**src/flash_bank_remap_pkg.sv**
```systemverilog
// Purpose: Shared constants and types for the code-flash bank and remap control.
// Assumes: 8 MB code flash, byte addressed, halves split by the top address bit.
// Notes: Mapping swaps the two halves; bank mode decides read-while-write isolation.
package flash_bank_remap_pkg;

  localparam int ADDR_W = 23;
  localparam int BANK_BIT = ADDR_W - 1;
  localparam int ENTRY_W = 32;

  //////////////////////////////////////////////////////////////////////////////
  // Encodings and values after reset
  localparam logic BANK_MODE_SINGLE = 1'b0;
  localparam logic BANK_MODE_DUAL = 1'b1;
  localparam logic MAP_A = 1'b0;
  localparam logic MAP_B = 1'b1;
  localparam logic BANK_MODE_RST = BANK_MODE_SINGLE;
  localparam logic MAP_RST = MAP_A;
  localparam logic [ENTRY_W-1:0] ENTRY_RST = 32'h0000_0000;
  localparam logic [ADDR_W-1:0] PHYS_ADDR_RST = 23'h00_0000;

  //////////////////////////////////////////////////////////////////////////////
  // Protection states seen by flash boot
  localparam logic [1:0] PROT_VIRGIN = 2'h0;
  localparam logic [1:0] PROT_NORMAL = 2'h1;
  localparam logic [1:0] PROT_SECURE = 2'h2;
  localparam logic [1:0] PROT_DEAD = 2'h3;

  typedef enum {BOOT_ROM_CHECK, BOOT_DEBUG_CFG, BOOT_APP_CHECK, BOOT_APP_RUN, BOOT_IDLE} boot_state_t;
  typedef enum {LC_OPEN, LC_HASH, LC_FUSE, LC_SECURE} life_state_t;

  // Physical half reached by an address under the given mapping
  function automatic logic phys_half(input logic map, input logic addr_msb);
    phys_half = addr_msb ^ map;
  endfunction : phys_half

endpackage : flash_bank_remap_pkg

```
**src/flash_bank_remap_control.sv**
```systemverilog
// Purpose: Bank mode and remap bits, boot hand-off, lifecycle lock, fetch mapping.
// Assumes: All inputs come from logic on mclk; check agents answer with done pulses.
// Notes: Configuration is not retained across reset; software keeps its own marker.
`timescale 1ns/1ps
`default_nettype none

module flash_bank_remap_control
  import flash_bank_remap_pkg::*;
(
  input wire logic mclk,
  input wire logic resetn,
  input wire logic ctl_write,
  input wire logic ctl_bank_mode_in,
  input wire logic ctl_map_in,
  output logic bank_mode,
  output logic map_select,
  output logic supervisory_flash_check_req,
  input wire logic supervisory_flash_check_done,
  input wire logic supervisory_flash_check_ok,
  input wire logic [1:0] protection_state,
  output logic debug_port_enable,
  output logic app_check_req,
  input wire logic app_check_done,
  input wire logic app_check_ok,
  input wire logic [ENTRY_W-1:0] app_entry_addr,
  output logic [ENTRY_W-1:0] boot_entry,
  output logic app_running,
  output logic boot_idle,
  input wire logic fetch_req,
  input wire logic [ADDR_W-1:0] fetch_addr,
  output logic fetch_ready,
  output logic fetch_valid,
  output logic [ADDR_W-1:0] fetch_phys_addr,
  input wire logic prog_active,
  input wire logic [ADDR_W-1:0] prog_addr,
  input wire logic lc_secure_req,
  output logic hash_req,
  input wire logic hash_done,
  output logic fuse_req,
  input wire logic fuse_done,
  output logic lc_secure,
  input wire logic supervisory_flash_prog_req,
  output logic supervisory_flash_prog_grant,
  output logic supervisory_flash_prog_refused
);

  //////////////////////////////////////////////////////////////////////////////
  // Boot hand-off
  boot_state_t boot_state, next_boot_state;
  logic next_debug_port_enable;
  logic [ENTRY_W-1:0] next_boot_entry;

  always_comb begin
    next_boot_state = boot_state;
    next_debug_port_enable = debug_port_enable;
    next_boot_entry = boot_entry;
    unique case (boot_state)
      BOOT_ROM_CHECK: begin
        if (supervisory_flash_check_done) begin
          next_boot_state = supervisory_flash_check_ok ? BOOT_DEBUG_CFG : BOOT_IDLE;
        end
      end
      BOOT_DEBUG_CFG: begin
        next_debug_port_enable = (protection_state != PROT_SECURE) && (protection_state != PROT_DEAD);
        next_boot_state = BOOT_APP_CHECK;
      end
      BOOT_APP_CHECK: begin
        if (app_check_done) begin
          if (app_check_ok) begin
            next_boot_entry = app_entry_addr;
            next_boot_state = BOOT_APP_RUN;
          end else begin
            next_boot_state = BOOT_IDLE;
          end
        end
      end
      BOOT_APP_RUN: next_boot_state = BOOT_APP_RUN;
      BOOT_IDLE: next_boot_state = BOOT_IDLE; // Only reset leaves the idle loop
    endcase
  end

  always_ff @(posedge mclk or negedge resetn) begin
    if (!resetn) begin
      boot_state <= BOOT_ROM_CHECK;
      debug_port_enable <= 1'b0;
      boot_entry <= ENTRY_RST;
    end else begin
      boot_state <= next_boot_state;
      debug_port_enable <= next_debug_port_enable;
      boot_entry <= next_boot_entry;
    end
  end

  assign supervisory_flash_check_req = (boot_state == BOOT_ROM_CHECK);
  assign app_check_req = (boot_state == BOOT_APP_CHECK);
  assign app_running = (boot_state == BOOT_APP_RUN);
  assign boot_idle = (boot_state == BOOT_IDLE);

  //////////////////////////////////////////////////////////////////////////////
  // Configuration bits; writes before the application runs are dropped
  logic next_bank_mode, next_map_select;

  always_comb begin
    next_bank_mode = bank_mode;
    next_map_select = map_select;
    if (ctl_write && app_running) begin
      next_bank_mode = ctl_bank_mode_in;
      next_map_select = ctl_map_in;
    end
  end

  always_ff @(posedge mclk or negedge resetn) begin
    if (!resetn) begin
      bank_mode <= BANK_MODE_RST;
      map_select <= MAP_RST;
    end else begin
      bank_mode <= next_bank_mode;
      map_select <= next_map_select;
    end
  end

  //////////////////////////////////////////////////////////////////////////////
  // Fetch mapping and read-while-write; uses registered bits only, so a write
  // reaches accesses taken from the next edge on
  logic fetch_half, prog_half, bank_conflict;
  logic next_fetch_valid;
  logic [ADDR_W-1:0] next_fetch_phys_addr;

  always_comb begin
    fetch_half = phys_half(map_select, fetch_addr[BANK_BIT]);
    prog_half = phys_half(map_select, prog_addr[BANK_BIT]);
    // Single bank has no isolation, so any programming stalls fetch
    bank_conflict = prog_active && ((bank_mode == BANK_MODE_SINGLE) || (fetch_half == prog_half));
    fetch_ready = !bank_conflict;
    next_fetch_valid = fetch_req && fetch_ready;
    next_fetch_phys_addr = fetch_phys_addr;
    if (next_fetch_valid) begin
      next_fetch_phys_addr = {fetch_half, fetch_addr[BANK_BIT-1:0]};
    end
  end

  always_ff @(posedge mclk or negedge resetn) begin
    if (!resetn) begin
      fetch_valid <= 1'b0;
      fetch_phys_addr <= PHYS_ADDR_RST;
    end else begin
      fetch_valid <= next_fetch_valid;
      fetch_phys_addr <= next_fetch_phys_addr;
    end
  end

  //////////////////////////////////////////////////////////////////////////////
  // Lifecycle transition and supervisory row lock
  life_state_t life_state, next_life_state;
  logic next_supervisory_flash_prog_refused;

  always_comb begin
    next_life_state = life_state;
    unique case (life_state)
      LC_OPEN: if (lc_secure_req) next_life_state = LC_HASH;
      LC_HASH: if (hash_done) next_life_state = LC_FUSE;
      LC_FUSE: if (fuse_done) next_life_state = LC_SECURE;
      LC_SECURE: next_life_state = LC_SECURE;
    endcase
    // Rows also held during the transition so the hash stays valid
    next_supervisory_flash_prog_refused = supervisory_flash_prog_req && (life_state != LC_OPEN);
  end

  always_ff @(posedge mclk or negedge resetn) begin
    if (!resetn) begin
      life_state <= LC_OPEN;
      supervisory_flash_prog_refused <= 1'b0;
    end else begin
      life_state <= next_life_state;
      supervisory_flash_prog_refused <= next_supervisory_flash_prog_refused;
    end
  end

  assign hash_req = (life_state == LC_HASH);
  assign fuse_req = (life_state == LC_FUSE);
  assign lc_secure = (life_state == LC_SECURE);
  assign supervisory_flash_prog_grant = supervisory_flash_prog_req && (life_state == LC_OPEN);

  //////////////////////////////////////////////////////////////////////////////
  // Assertions
  property p_reset_single;
    @(posedge mclk) $rose(resetn) |-> (bank_mode == BANK_MODE_RST) && (map_select == MAP_RST);
  endproperty
  a_reset_single: assert property (p_reset_single) else $error("config not clear after reset");

  property p_boot_keeps;
    @(posedge mclk) disable iff (!resetn) !app_running |=> $stable(bank_mode) && $stable(map_select);
  endproperty
  a_boot_keeps: assert property (p_boot_keeps) else $error("config changed before application");

  property p_write_takes;
    @(posedge mclk) disable iff (!resetn)
      ctl_write && app_running |=> (bank_mode == $past(ctl_bank_mode_in)) && (map_select == $past(ctl_map_in));
  endproperty
  a_write_takes: assert property (p_write_takes) else $error("config write lost");

  property p_map_addr;
    @(posedge mclk) disable iff (!resetn)
      fetch_req && fetch_ready |=> fetch_valid && (fetch_phys_addr[BANK_BIT] == ($past(fetch_addr[BANK_BIT]) ^ $past(map_select)));
  endproperty
  a_map_addr: assert property (p_map_addr) else $error("wrong physical half");

  property p_rww;
    @(posedge mclk) disable iff (!resetn)
      prog_active && bank_mode && (fetch_addr[BANK_BIT] != prog_addr[BANK_BIT]) |-> fetch_ready;
  endproperty
  a_rww: assert property (p_rww) else $error("fetch stalled on other bank");

  property p_single_stall;
    @(posedge mclk) disable iff (!resetn) prog_active && !bank_mode |-> !fetch_ready;
  endproperty
  a_single_stall: assert property (p_single_stall) else $error("fetch during single bank program");

  property p_handoff;
    @(posedge mclk) disable iff (!resetn)
      supervisory_flash_check_req && supervisory_flash_check_done && supervisory_flash_check_ok |=> !supervisory_flash_check_req ##1 app_check_req;
  endproperty
  a_handoff: assert property (p_handoff) else $error("no hand-off to flash boot");

  property p_app_jump;
    @(posedge mclk) disable iff (!resetn)
      app_check_req && app_check_done && app_check_ok |=> app_running && (boot_entry == $past(app_entry_addr));
  endproperty
  a_app_jump: assert property (p_app_jump) else $error("no jump to valid application");

  property p_idle_stays;
    @(posedge mclk) disable iff (!resetn) boot_idle |=> boot_idle && !app_running;
  endproperty
  a_idle_stays: assert property (p_idle_stays) else $error("left idle loop without reset");

  property p_lock;
    @(posedge mclk) disable iff (!resetn) lc_secure |-> !supervisory_flash_prog_grant;
  endproperty
  a_lock: assert property (p_lock) else $error("row programmed after secure");

  property p_refuse;
    @(posedge mclk) disable iff (!resetn) supervisory_flash_prog_req && lc_secure |=> supervisory_flash_prog_refused;
  endproperty
  a_refuse: assert property (p_refuse) else $error("refusal not flagged");

  property p_fuse_after_hash;
    @(posedge mclk) disable iff (!resetn) hash_req && hash_done |=> fuse_req;
  endproperty
  a_fuse_after_hash: assert property (p_fuse_after_hash) else $error("fuse step skipped");

  c_app_run: cover property (@(posedge mclk) disable iff (!resetn) $rose(app_running));
  c_idle: cover property (@(posedge mclk) disable iff (!resetn) $rose(boot_idle));
  c_rww: cover property (@(posedge mclk) disable iff (!resetn) prog_active && fetch_req && fetch_ready);
  c_secure: cover property (@(posedge mclk) disable iff (!resetn) $rose(lc_secure));

endmodule : flash_bank_remap_control

`default_nettype wire

```
**config.mk**
```make
export PLATFORM = sky130hd
export DESIGN_NAME = flash_bank_remap_control
export DESIGN_NICKNAME = d
export VERILOG_FILES = /design/src/flash_bank_remap_pkg.sv /design/src/flash_bank_remap_control.sv
export SDC_FILE = /design/constraint.sdc
export NUM_CORES = 1
export LEC_CHECK = 0
export BUFFER_PORTS_ARGS = -buffer_cell sky130_fd_sc_hd__buf_2
export CAP_MARGIN = 40
export CORE_ASPECT_RATIO = 1.75
export CORE_UTILIZATION = 44
export DETAILED_ROUTE_END_ITERATION = 8
export PLACE_DENSITY = 0.9
export SYNTH_ARGS = -nofsm -noshare
export SYNTH_HDL_FRONTEND = slang
export SYNTH_SLANG_ARGS = --single-unit
```
**constraint.sdc**
```tcl
create_clock -name mclk -period 1.7 [get_ports mclk]
set_input_delay 0 -clock mclk [delete_from_list [all_inputs] [get_ports mclk]]
set_output_delay 0 -clock mclk [all_outputs]
set_load 0.1 [all_outputs]
```
# ---- After elaboration in Yosys (flattened, before gate mapping)
# Index checks and enable logic that the tools add are counted.
dict set report op_classes {
  n_eq_ne 21
  mux 9
  bitwise 3
  reduce_logical 16
}
# cell count
set op_table {}
lappend op_table {{$eq A32 B2 Y1 const B} 5}
lappend op_table {{$eq A32 B3 Y1 const B} 5}
lappend op_table {{$mux W32} 5}
lappend op_table {{$pmux W32 S5} 1}
lappend op_table {{$logic_not A32 Y1} 4}
lappend op_table {{$pmux W32 S4} 1}
lappend op_table {{$eq A32 B1 Y1 const B} 2}
lappend op_table {{$eq A32 B4 Y1 const B} 1}
lappend op_table {{$reduce_bool A32 Y1} 1}
lappend op_table {{$ne A2 B2 Y1 const B} 7}
lappend op_table {{$logic_and A1 B1 Y1} 6}
lappend op_table {{$mux W3} 2}
lappend op_table {{$reduce_and A3 Y1} 2}
lappend op_table {{$reduce_and A2 Y1} 1}
lappend op_table {{$xor A1 B1 Y1} 2}
lappend op_table {{$eq A1 B1 Y1} 1}
lappend op_table {{$logic_not A1 Y1} 1}
lappend op_table {{$logic_or A1 B1 Y1} 1}
lappend op_table {{$not A1 Y1} 1}
dict set report totals {
  register_bits 124
  output_inout_bits 69
  elab_cells 58
}

# ---- Longest topological paths before layout
# Gate-level depths: netlist of run 1.
dict set report logic_depth {
  depth_word 6
  mapped_depth 6
  ltp_nobuf 4
}

# ---- Worst setup path before layout of run 1
# OpenSTA, ideal clock, no wires.
dict set report synth_path {
  path_type {flip-flop to flip-flop}
  start {register bank_mode}
  end {register fetch_phys_addr[10]}
  setup_ns 0.126
  arrival_time_ns 2.743
  required_ns 1.574
  setup_slack_ns -1.170
  stages_incl_launch_ff 7
  n_path_buf 2
  synth_period_minus_slack_ns 2.870
  path_cell_list {dfrtp_1 -> inv_1 -> o21ai_2 -> and2_1 -> buf_6 -> buf_8 -> mux2_4}
}
dict set report synth_between {
  elab_chain_cells 5
}
# element line
set synth_lines {}
lappend synth_lines {{start, declared} flash_bank_remap_control.sv:15} ;# output logic bank_mode,
lappend synth_lines {{start signal, assigned} flash_bank_remap_control.sv:117} ;# bank_mode <= next_bank_mode;
lappend synth_lines {{$not A1 Y1} flash_bank_remap_control.sv:133} ;# bank_conflict = prog_active && ((bank_mode == BANK_MODE_SINGLE) || (fetch_half == prog_half));
lappend synth_lines {{$logic_or A1 B1 Y1} flash_bank_remap_control.sv:133}
lappend synth_lines {{$logic_and A1 B1 Y1} flash_bank_remap_control.sv:133}
lappend synth_lines {{$logic_not A1 Y1} flash_bank_remap_control.sv:134} ;# fetch_ready = !bank_conflict;
lappend synth_lines {{net fetch_ready} flash_bank_remap_control.sv:31} ;# output logic fetch_ready,
lappend synth_lines {{$logic_and A1 B1 Y1} flash_bank_remap_control.sv:135} ;# next_fetch_valid = fetch_req && fetch_ready;
lappend synth_lines {{end signal, assigned} flash_bank_remap_control.sv:148} ;# fetch_phys_addr <= next_fetch_phys_addr;
lappend synth_lines {{end, declared} flash_bank_remap_control.sv:33} ;# output logic [ADDR_W-1:0] fetch_phys_addr,
# The timed path passes the listed nets, and every way through them passes these cells.
# A chain may end at the register's enable or synchronous reset.

# ---- Final worst setup path of run 1
dict set report layout_path {
  start {register boot_state[2]}
  end {register boot_entry[26]}
}
dict set report layout_between {
  elab_chain_cells 2
}
# element line
set layout_lines {}
lappend layout_lines {{start, declared} flash_bank_remap_control.sv:49} ;# boot_state_t boot_state, next_boot_state;
lappend layout_lines {{start signal, assigned} flash_bank_remap_control.sv:88} ;# boot_state <= next_boot_state;
lappend layout_lines {{$eq A32 B2 Y1} flash_bank_remap_control.sv:57} ;# unique case (boot_state)
lappend layout_lines {{$reduce_and A3 Y1 (no line)} --}
lappend layout_lines {{end signal, assigned} flash_bank_remap_control.sv:90} ;# boot_entry <= next_boot_entry;
lappend layout_lines {{end, declared} flash_bank_remap_control.sv:26} ;# output logic [ENTRY_W-1:0] boot_entry,
# No other way between the ends.

==> results.md, run 1 <==
* Initial Util at 0.457
* Layout cells sized above 1 at 0.585
* Worst-case clock buffer depth at 2
* Simple-gate share of the synthesized area at 0.0479
* Mapped Nets at 269
* Post-route ant nets at 0
* Seq/Total Area, Yosys at 0.572
* RSZ-0062 raised after global routing: no
* Synth warnings at 0
* Worst setup SP type: register
* Clk Latency, worst-skew pair at 0.33 ns
* H-tree depth at 3
* Flop-to-flop setup slack at 0.1 ns
* Worst R2R End: boot_entry[26]
* Vias in the first global route at 2411
* Crit path DAT at 1.82 ns
* Hpwl dp at between 4 and 5 mm
* TritonCTS clock tree: built
* Post-route DRC at 0
* Mapped Area at 2850 um2
* Fin crit period at 1.60 ns
* Clock skew at 0.00828 ns
* # IOs at 164
* Core area at 6230 um2
* Commonest non-fill, non-tap cell in the layout: buf_2
* Final net count at 481
* Postcts setup bufs at 0
* Final wirelength at 7.64 mm
* Die Span Y at 108 um
* Largest net degree at the start of global routing at between 60 and 70
* Synth Area in Compound Gates at 0.0321
* DR vias at 2218
* Metal2 WL at roughly 4.4 mm
* GP Congestion at 0.811
* Main combinational cell family by area after synthesis: multiplexers
* CTS Root Cell: clkbuf_8
* Initial DRC Count at 99
* Antenna fix cells at 0
* Met1 wire length at approximately 2.6 mm
* Final std cells w/o fill at about 470
* CTS clk-pin slew, worst paths at 0.06 ns
* Proportion of synthesized area in mux cells at 0.290
* Initial DRT Pass Iterations at 6
* Final hold vios at 0
* Antenna violations before repair at 0
* Crit path to: boot_entry[26]
* Total GRT Usage at 0.239
* Commonest non-fill, non-tap cells in the layout: buf_2, dlygate4sd3_1, dfrtp_1, mux2_4, clkbuf_8
* Crit path max fanout at 14
* Worst setup EP type: register
* Post-synth EDFFs at 0
* # rows at 38
* Met3 WL at approximately 310 um
* Status: completed
* Synth Area in Adders at 0
* Async SR Flop Fraction at 1.00
* Max incr delay on CP at 0.42 ns
* Hold Slack at 0.0373 ns
* # clock sinks at 65
* Avg Inst Size Synth at approximately 16 um2
* Die ar. at approximately 7000 um2
* PortBufs at between 100 and 150
* Final Util at 0.712
* Top FF cell, synth: dfrtp_1
* DR top layer: met4
* Xor/xnor share of the synthesized area at 0.00616
* Total grt overflow at 0
* First-pass GRT wire length at roughly 12 mm
* Area growth, synth to finish at 55.9%
* Rel. slew slack at 0.664
* Die X at 62.8 um
* CP Cell Sequence: nor3b_4 > and3_4 > buf_12 > mux2_2
* Least-Margin Pin Slew at between 0.5 and 0.6 ns
* Seq cells post-synth at 65
* Tcrit/Tclk final at 0.941
* Placed inst area at 3640 um2
* Design area at 4440 um2
* Worst Reg-to-Reg Cells at 4
* Number of max-cap violations at 0
* Worst Hold Class: in -> reg
* Synthesized netlist cell count at 174
* Vias/cell at 4.74
* Critical path class: reg -> reg
* Placed cell count at 391
* CP startpoint: boot_state[2]
* Final setup viols at 0
* Critical R2R Launch: boot_state[2]
* Slowest CP cell: dfrtp_2
* WL/cell at roughly 16 um
* Slew Limit Fails at 0
* Required @ worst endpoint at ~1.9 ns
* Inserted Clock Buffers at 9
* Top achievable clock speed at 625 MHz
* Post-synth cell types at 26
[worst max-delay path: cells and delay by family (launching register included)]
family	cells	cell delay, ns
mux	1	0.35
flops	1	0.42
simple gates	2	0.52
buf+inv	1	0.19
[stage by stage]
stage / TNS, ns / setup slack (ns)
2_1_floorplan: -31.84 / -0.644
3_3_place_gp: 0 / 0.137
3_5_place_dp: 0 / 0.101
4_1_cts: 0 / 0.0799
5_1_grt: 0 / 0.0280
6_report: 0 / 0.0996
[sequential cells by signal, summed over array words and instances, names as in the netlist]
signal / count
boot_entry: 32
fetch_phys_addr: 23
boot_state: 3
life_state: 2
bank_mode: 1
debug_port_enable: 1
fetch_valid: 1
map_select: 1
supervisory_flash_prog_refused: 1
[layer usage]
layer / global-route usage / up-vias
met2: 0.440 / 94
met1: 0.228 / 1071
met4: 0.179 / 0
met3: 0.0538 / 31
li1: - / 1022
met5: 0 / -
[how the worst min path moves through the flow]
stage	start	end	cells past startpoint
after floorplan	resetn	boot_entry[0]	0
after global placement	resetn	fetch_phys_addr[10]	2
after detailed placement	resetn	fetch_phys_addr[18]	2
after CTS	ctl_write	map_select	3
after global routing	ctl_write	map_select	3
final	ctl_write	map_select	3
[synthesized netlist by cell type, types with 2 or more instances]
| cell type | count | area [um2] |
|---|---|---|
| dfrtp_1 | 65 | 1630 |
| mux2_4 | 49 | 736 |
| mux2_2 | 8 | 90.1 |
| a21oi_1 | 7 | 35.0 |
| nand2_1 | 5 | 18.8 |
| nand2b_1 | 5 | 31.3 |
| o21ai_0 | 5 | 25.0 |
| buf_12 | 4 | 80.1 |
| inv_1 | 3 | 11.3 |
| and2_1 | 2 | 12.5 |
| buf_6 | 2 | 22.5 |
| buf_8 | 2 | 30.0 |
| nor2_1 | 2 | 7.51 |
| nor2b_1 | 2 | 12.5 |
| nor3_1 | 2 | 10.0 |
[repair_timing]
action | in CTS | in global routing
hold endpoints to repair | 127 | 0
setup endpoints to repair | 1 | 0
resized for setup | 1 | 0
hold buffers | 64 | 0
[final cells by class]
| type | count | area, um2 |
|---|---|---|
| timing repair buffer | 210 | 1430 |
| inverter | 3 | 11.3 |
| sequential | 65 | 1630 |
| multi-input combinational | 97 | 1120 |
| fill | 389 | 1790 |
| clock buffer | 12 | 145 |
| tap | 80 | 100 |
| clock inverter | 1 | 5.00 |
[kinds of logic after synthesis]
logic type,after synthesis
AOI/OAI and AO/OA,16
and+or+nand+nor,22
xor gates and xnor gates,2
buffers and inverters,12
DFF,65
muxes,57
Power of run 1 is left out: the tool's default activity adds up to more than one toggle a clock period on the data nets, which glitch-free logic cannot reach.
==> run 2: changes to the inputs <==
--- a/config.mk
+++ b/config.mk
@@ -11,6 +11,7 @@
 export CORE_UTILIZATION = 44
 export DETAILED_ROUTE_END_ITERATION = 8
 export PLACE_DENSITY = 0.9
+export REMOVE_ABC_BUFFERS = 1
 export SYNTH_ARGS = -nofsm -noshare
 export SYNTH_HDL_FRONTEND = slang
 export SYNTH_SLANG_ARGS = --single-unit
==> results.md, run 2 (synthesized netlist as in run 1, its figures left out) <==
* Status: completed (unchanged)
* Fin crit period at 1.57 ns (was 1.60 ns)
* Critical R2R Launch: boot_state[0] (was boot_state[2])
* Metal2 WL at 4.23 mm (was 4.39 mm)
* Least-Margin Pin Slew at 0.516 ns (was 0.508 ns)
* Initial DRT Pass Iterations at 4 (was 6)
* Total GRT Usage at 0.230 (was 0.239)
* Area growth, synth to finish at 54.5% (was 55.9%)
* Die Span Y at 108 um (unchanged)
* Crit path DAT at 1.78 ns (was 1.82 ns)
* GP Congestion at 0.814 (was 0.811)
* Commonest non-fill, non-tap cells in the layout: buf_2, dfrtp_1, dlygate4sd3_1, mux2_4, clkbuf_8 (was buf_2, dlygate4sd3_1, dfrtp_1, mux2_4, clkbuf_8)
* Max FFs per register at 32 (unchanged)
* Hpwl dp at 4.61 mm (was 4.49 mm)
* Antenna fix cells at 0 (unchanged)
* PortBufs at 140 (unchanged)
* Vias/cell at 4.66 (was 4.74)
* Initial DRC Count at 94 (was 99)
* Worst setup SP type: register (unchanged)
* FILL cells at 408 (was 389)
* # rows at 38 (unchanged)
* Clock skew at 0.00822 ns (was 0.00828 ns)
* CP startpoint: boot_state[0] (was boot_state[2])
* Worst-case clock buffer depth at 2 (unchanged)
* Final setup TNS at 0 ns (unchanged)
* Hold Slack at 0.0386 ns (was 0.0373 ns)
* Final net count at 481 (unchanged)
* TritonCTS clock tree: built (unchanged)
* Post-route ant nets at 0 (unchanged)
* Largest net degree at the start of global routing at 66 (unchanged)
* First-pass GRT wire length at 11.7 mm (was 11.9 mm)
* Worst hold start: ctl_write (unchanged)
* Top achievable clock speed at 638 MHz (was 625 MHz)
* Largest regs: boot_entry (32), fetch_phys_addr (23), boot_state (3) (unchanged)
* Slew Limit Fails at 0 (unchanged)
* Met1 wire length at 2.79 mm (was 2.57 mm)
* Worst Hold Class: in -> reg (unchanged)
* Final setup viols at 0 (unchanged)
* Die X at 62.8 um (unchanged)
* # clock sinks at 65 (unchanged)
* CTS Root Cell: clkbuf_8 (unchanged)
* Tcrit/Tclk final at 0.922 (was 0.941)
* # IOs at 164 (unchanged)
* Initial Util at 0.457 (unchanged)
* Most flops, register: boot_entry (unchanged)
* Postcts setup bufs at 0 (unchanged)
* Post-route DRC at 0 (unchanged)
* Final std cells w/o fill at 468 (unchanged)
* Layout cells sized above 1 at 0.562 (was 0.585)
* H-tree depth at 3 (unchanged)
* CTS clk-pin slew, worst paths at 0.06 ns (about the same)
* Core area at 6230 um2 (unchanged)
* Final hold vios at 0 (unchanged)
* Vias in the first global route at 2421 (was 2411)
* Commonest non-fill, non-tap cell in the layout: buf_2 (unchanged)
* Total grt overflow at 0 (unchanged)
* DR top layer: met4 (unchanged)
* WL/cell at 15.9 um (was 16.3 um)
* Clk Latency, worst-skew pair at 0.33 ns (about the same)
* Required @ worst endpoint at 1.91 ns (was 1.92 ns)
* Placed cell count at 392 (was 391)
* Final wirelength at 7.43 mm (was 7.64 mm)
* Met3 WL at 201 um (was 314 um)
* Critical path class: reg -> reg (unchanged)
* Die ar. at 6800 um2 (unchanged)
* Inserted Clock Buffers at 9 (unchanged)
* Crit path max fanout at 20 (was 14)
* Rel. slew slack at 0.659 (was 0.664)
* DR vias at 2179 (was 2218)
* RSZ-0062 raised after global routing: no (unchanged)
* Antenna violations before repair at 0 (unchanged)
* Worst setup EP type: register (unchanged)
* Number of max-cap violations at 0 (unchanged)
==> run 2: changes by cell type in the layout (fill, tap and decap cells not counted), moves of 2 or more <==
cell / delta
nor3_2: -2
nor2b_2: -2
dfrtp_1: +2
nor2b_1: +2
nor3_1: +2
mux2_4: -4
mux2_2: +4
==> run 2: through the flow <==
stage	setup slack, ns	instance area, um2	utilization
3_3_place_gp	0.169	3610	0.580
3_5_place_dp	0.142	3610	0.580
5_1_grt	0.0829	4400	0.706
4_1_cts	0.127	4400	0.706
2_1_floorplan	-1.75	2710	-
6_report	0.132	4400	0.706
==> run 2: routing by layer <==
layer,GRT usage,vias to the layer above
met3,0.0338,17
li1,-,1027
met1,0.250,1058
met5,0,-
met2,0.414,77
met4,0.146,0
==> run 2: path summary, 6_finish.rpt <==
check,end,slack [ns],cells after the start
max,boot_entry[27],0.13,4
min,bank_mode,0.04,3
max reg2reg,boot_entry[27],0.13,4
min reg2reg,boot_entry[20],0.50,1
max in group asynchronous,boot_entry[20],1.18,3
min in group asynchronous,boot_entry[21],0.22,3
==> run 2: timing repair <==
item	in CTS	in global routing
hold buffers	63	0
endpoints found under the hold margin	126	0
setup endpoints to repair	1	0
resized for setup	1	0
==> run 2: worst max-delay path, cell delays in order (launching register included) <==
cell and delay (ns):
dfrtp_1 0.40, nor3b_4 0.25, and3_4 0.26, buf_12 0.20, mux2_2 0.35
==> run 2: cell type report <==
class | count | area (um2) | area share
sequential | 65 | 1630 | 0.370
timing repair buffer | 210 | 1440 | 0.327
multi-input combinational | 97 | 1070 | 0.244
clock buffer | 12 | 145 | 0.0330
tap | 80 | 100 | 0.0228
inverter | 3 | 11.3 | 0.00256
clock inverter | 1 | 5.00 | 0.00114
Power of run 2 is left out for the same reason.
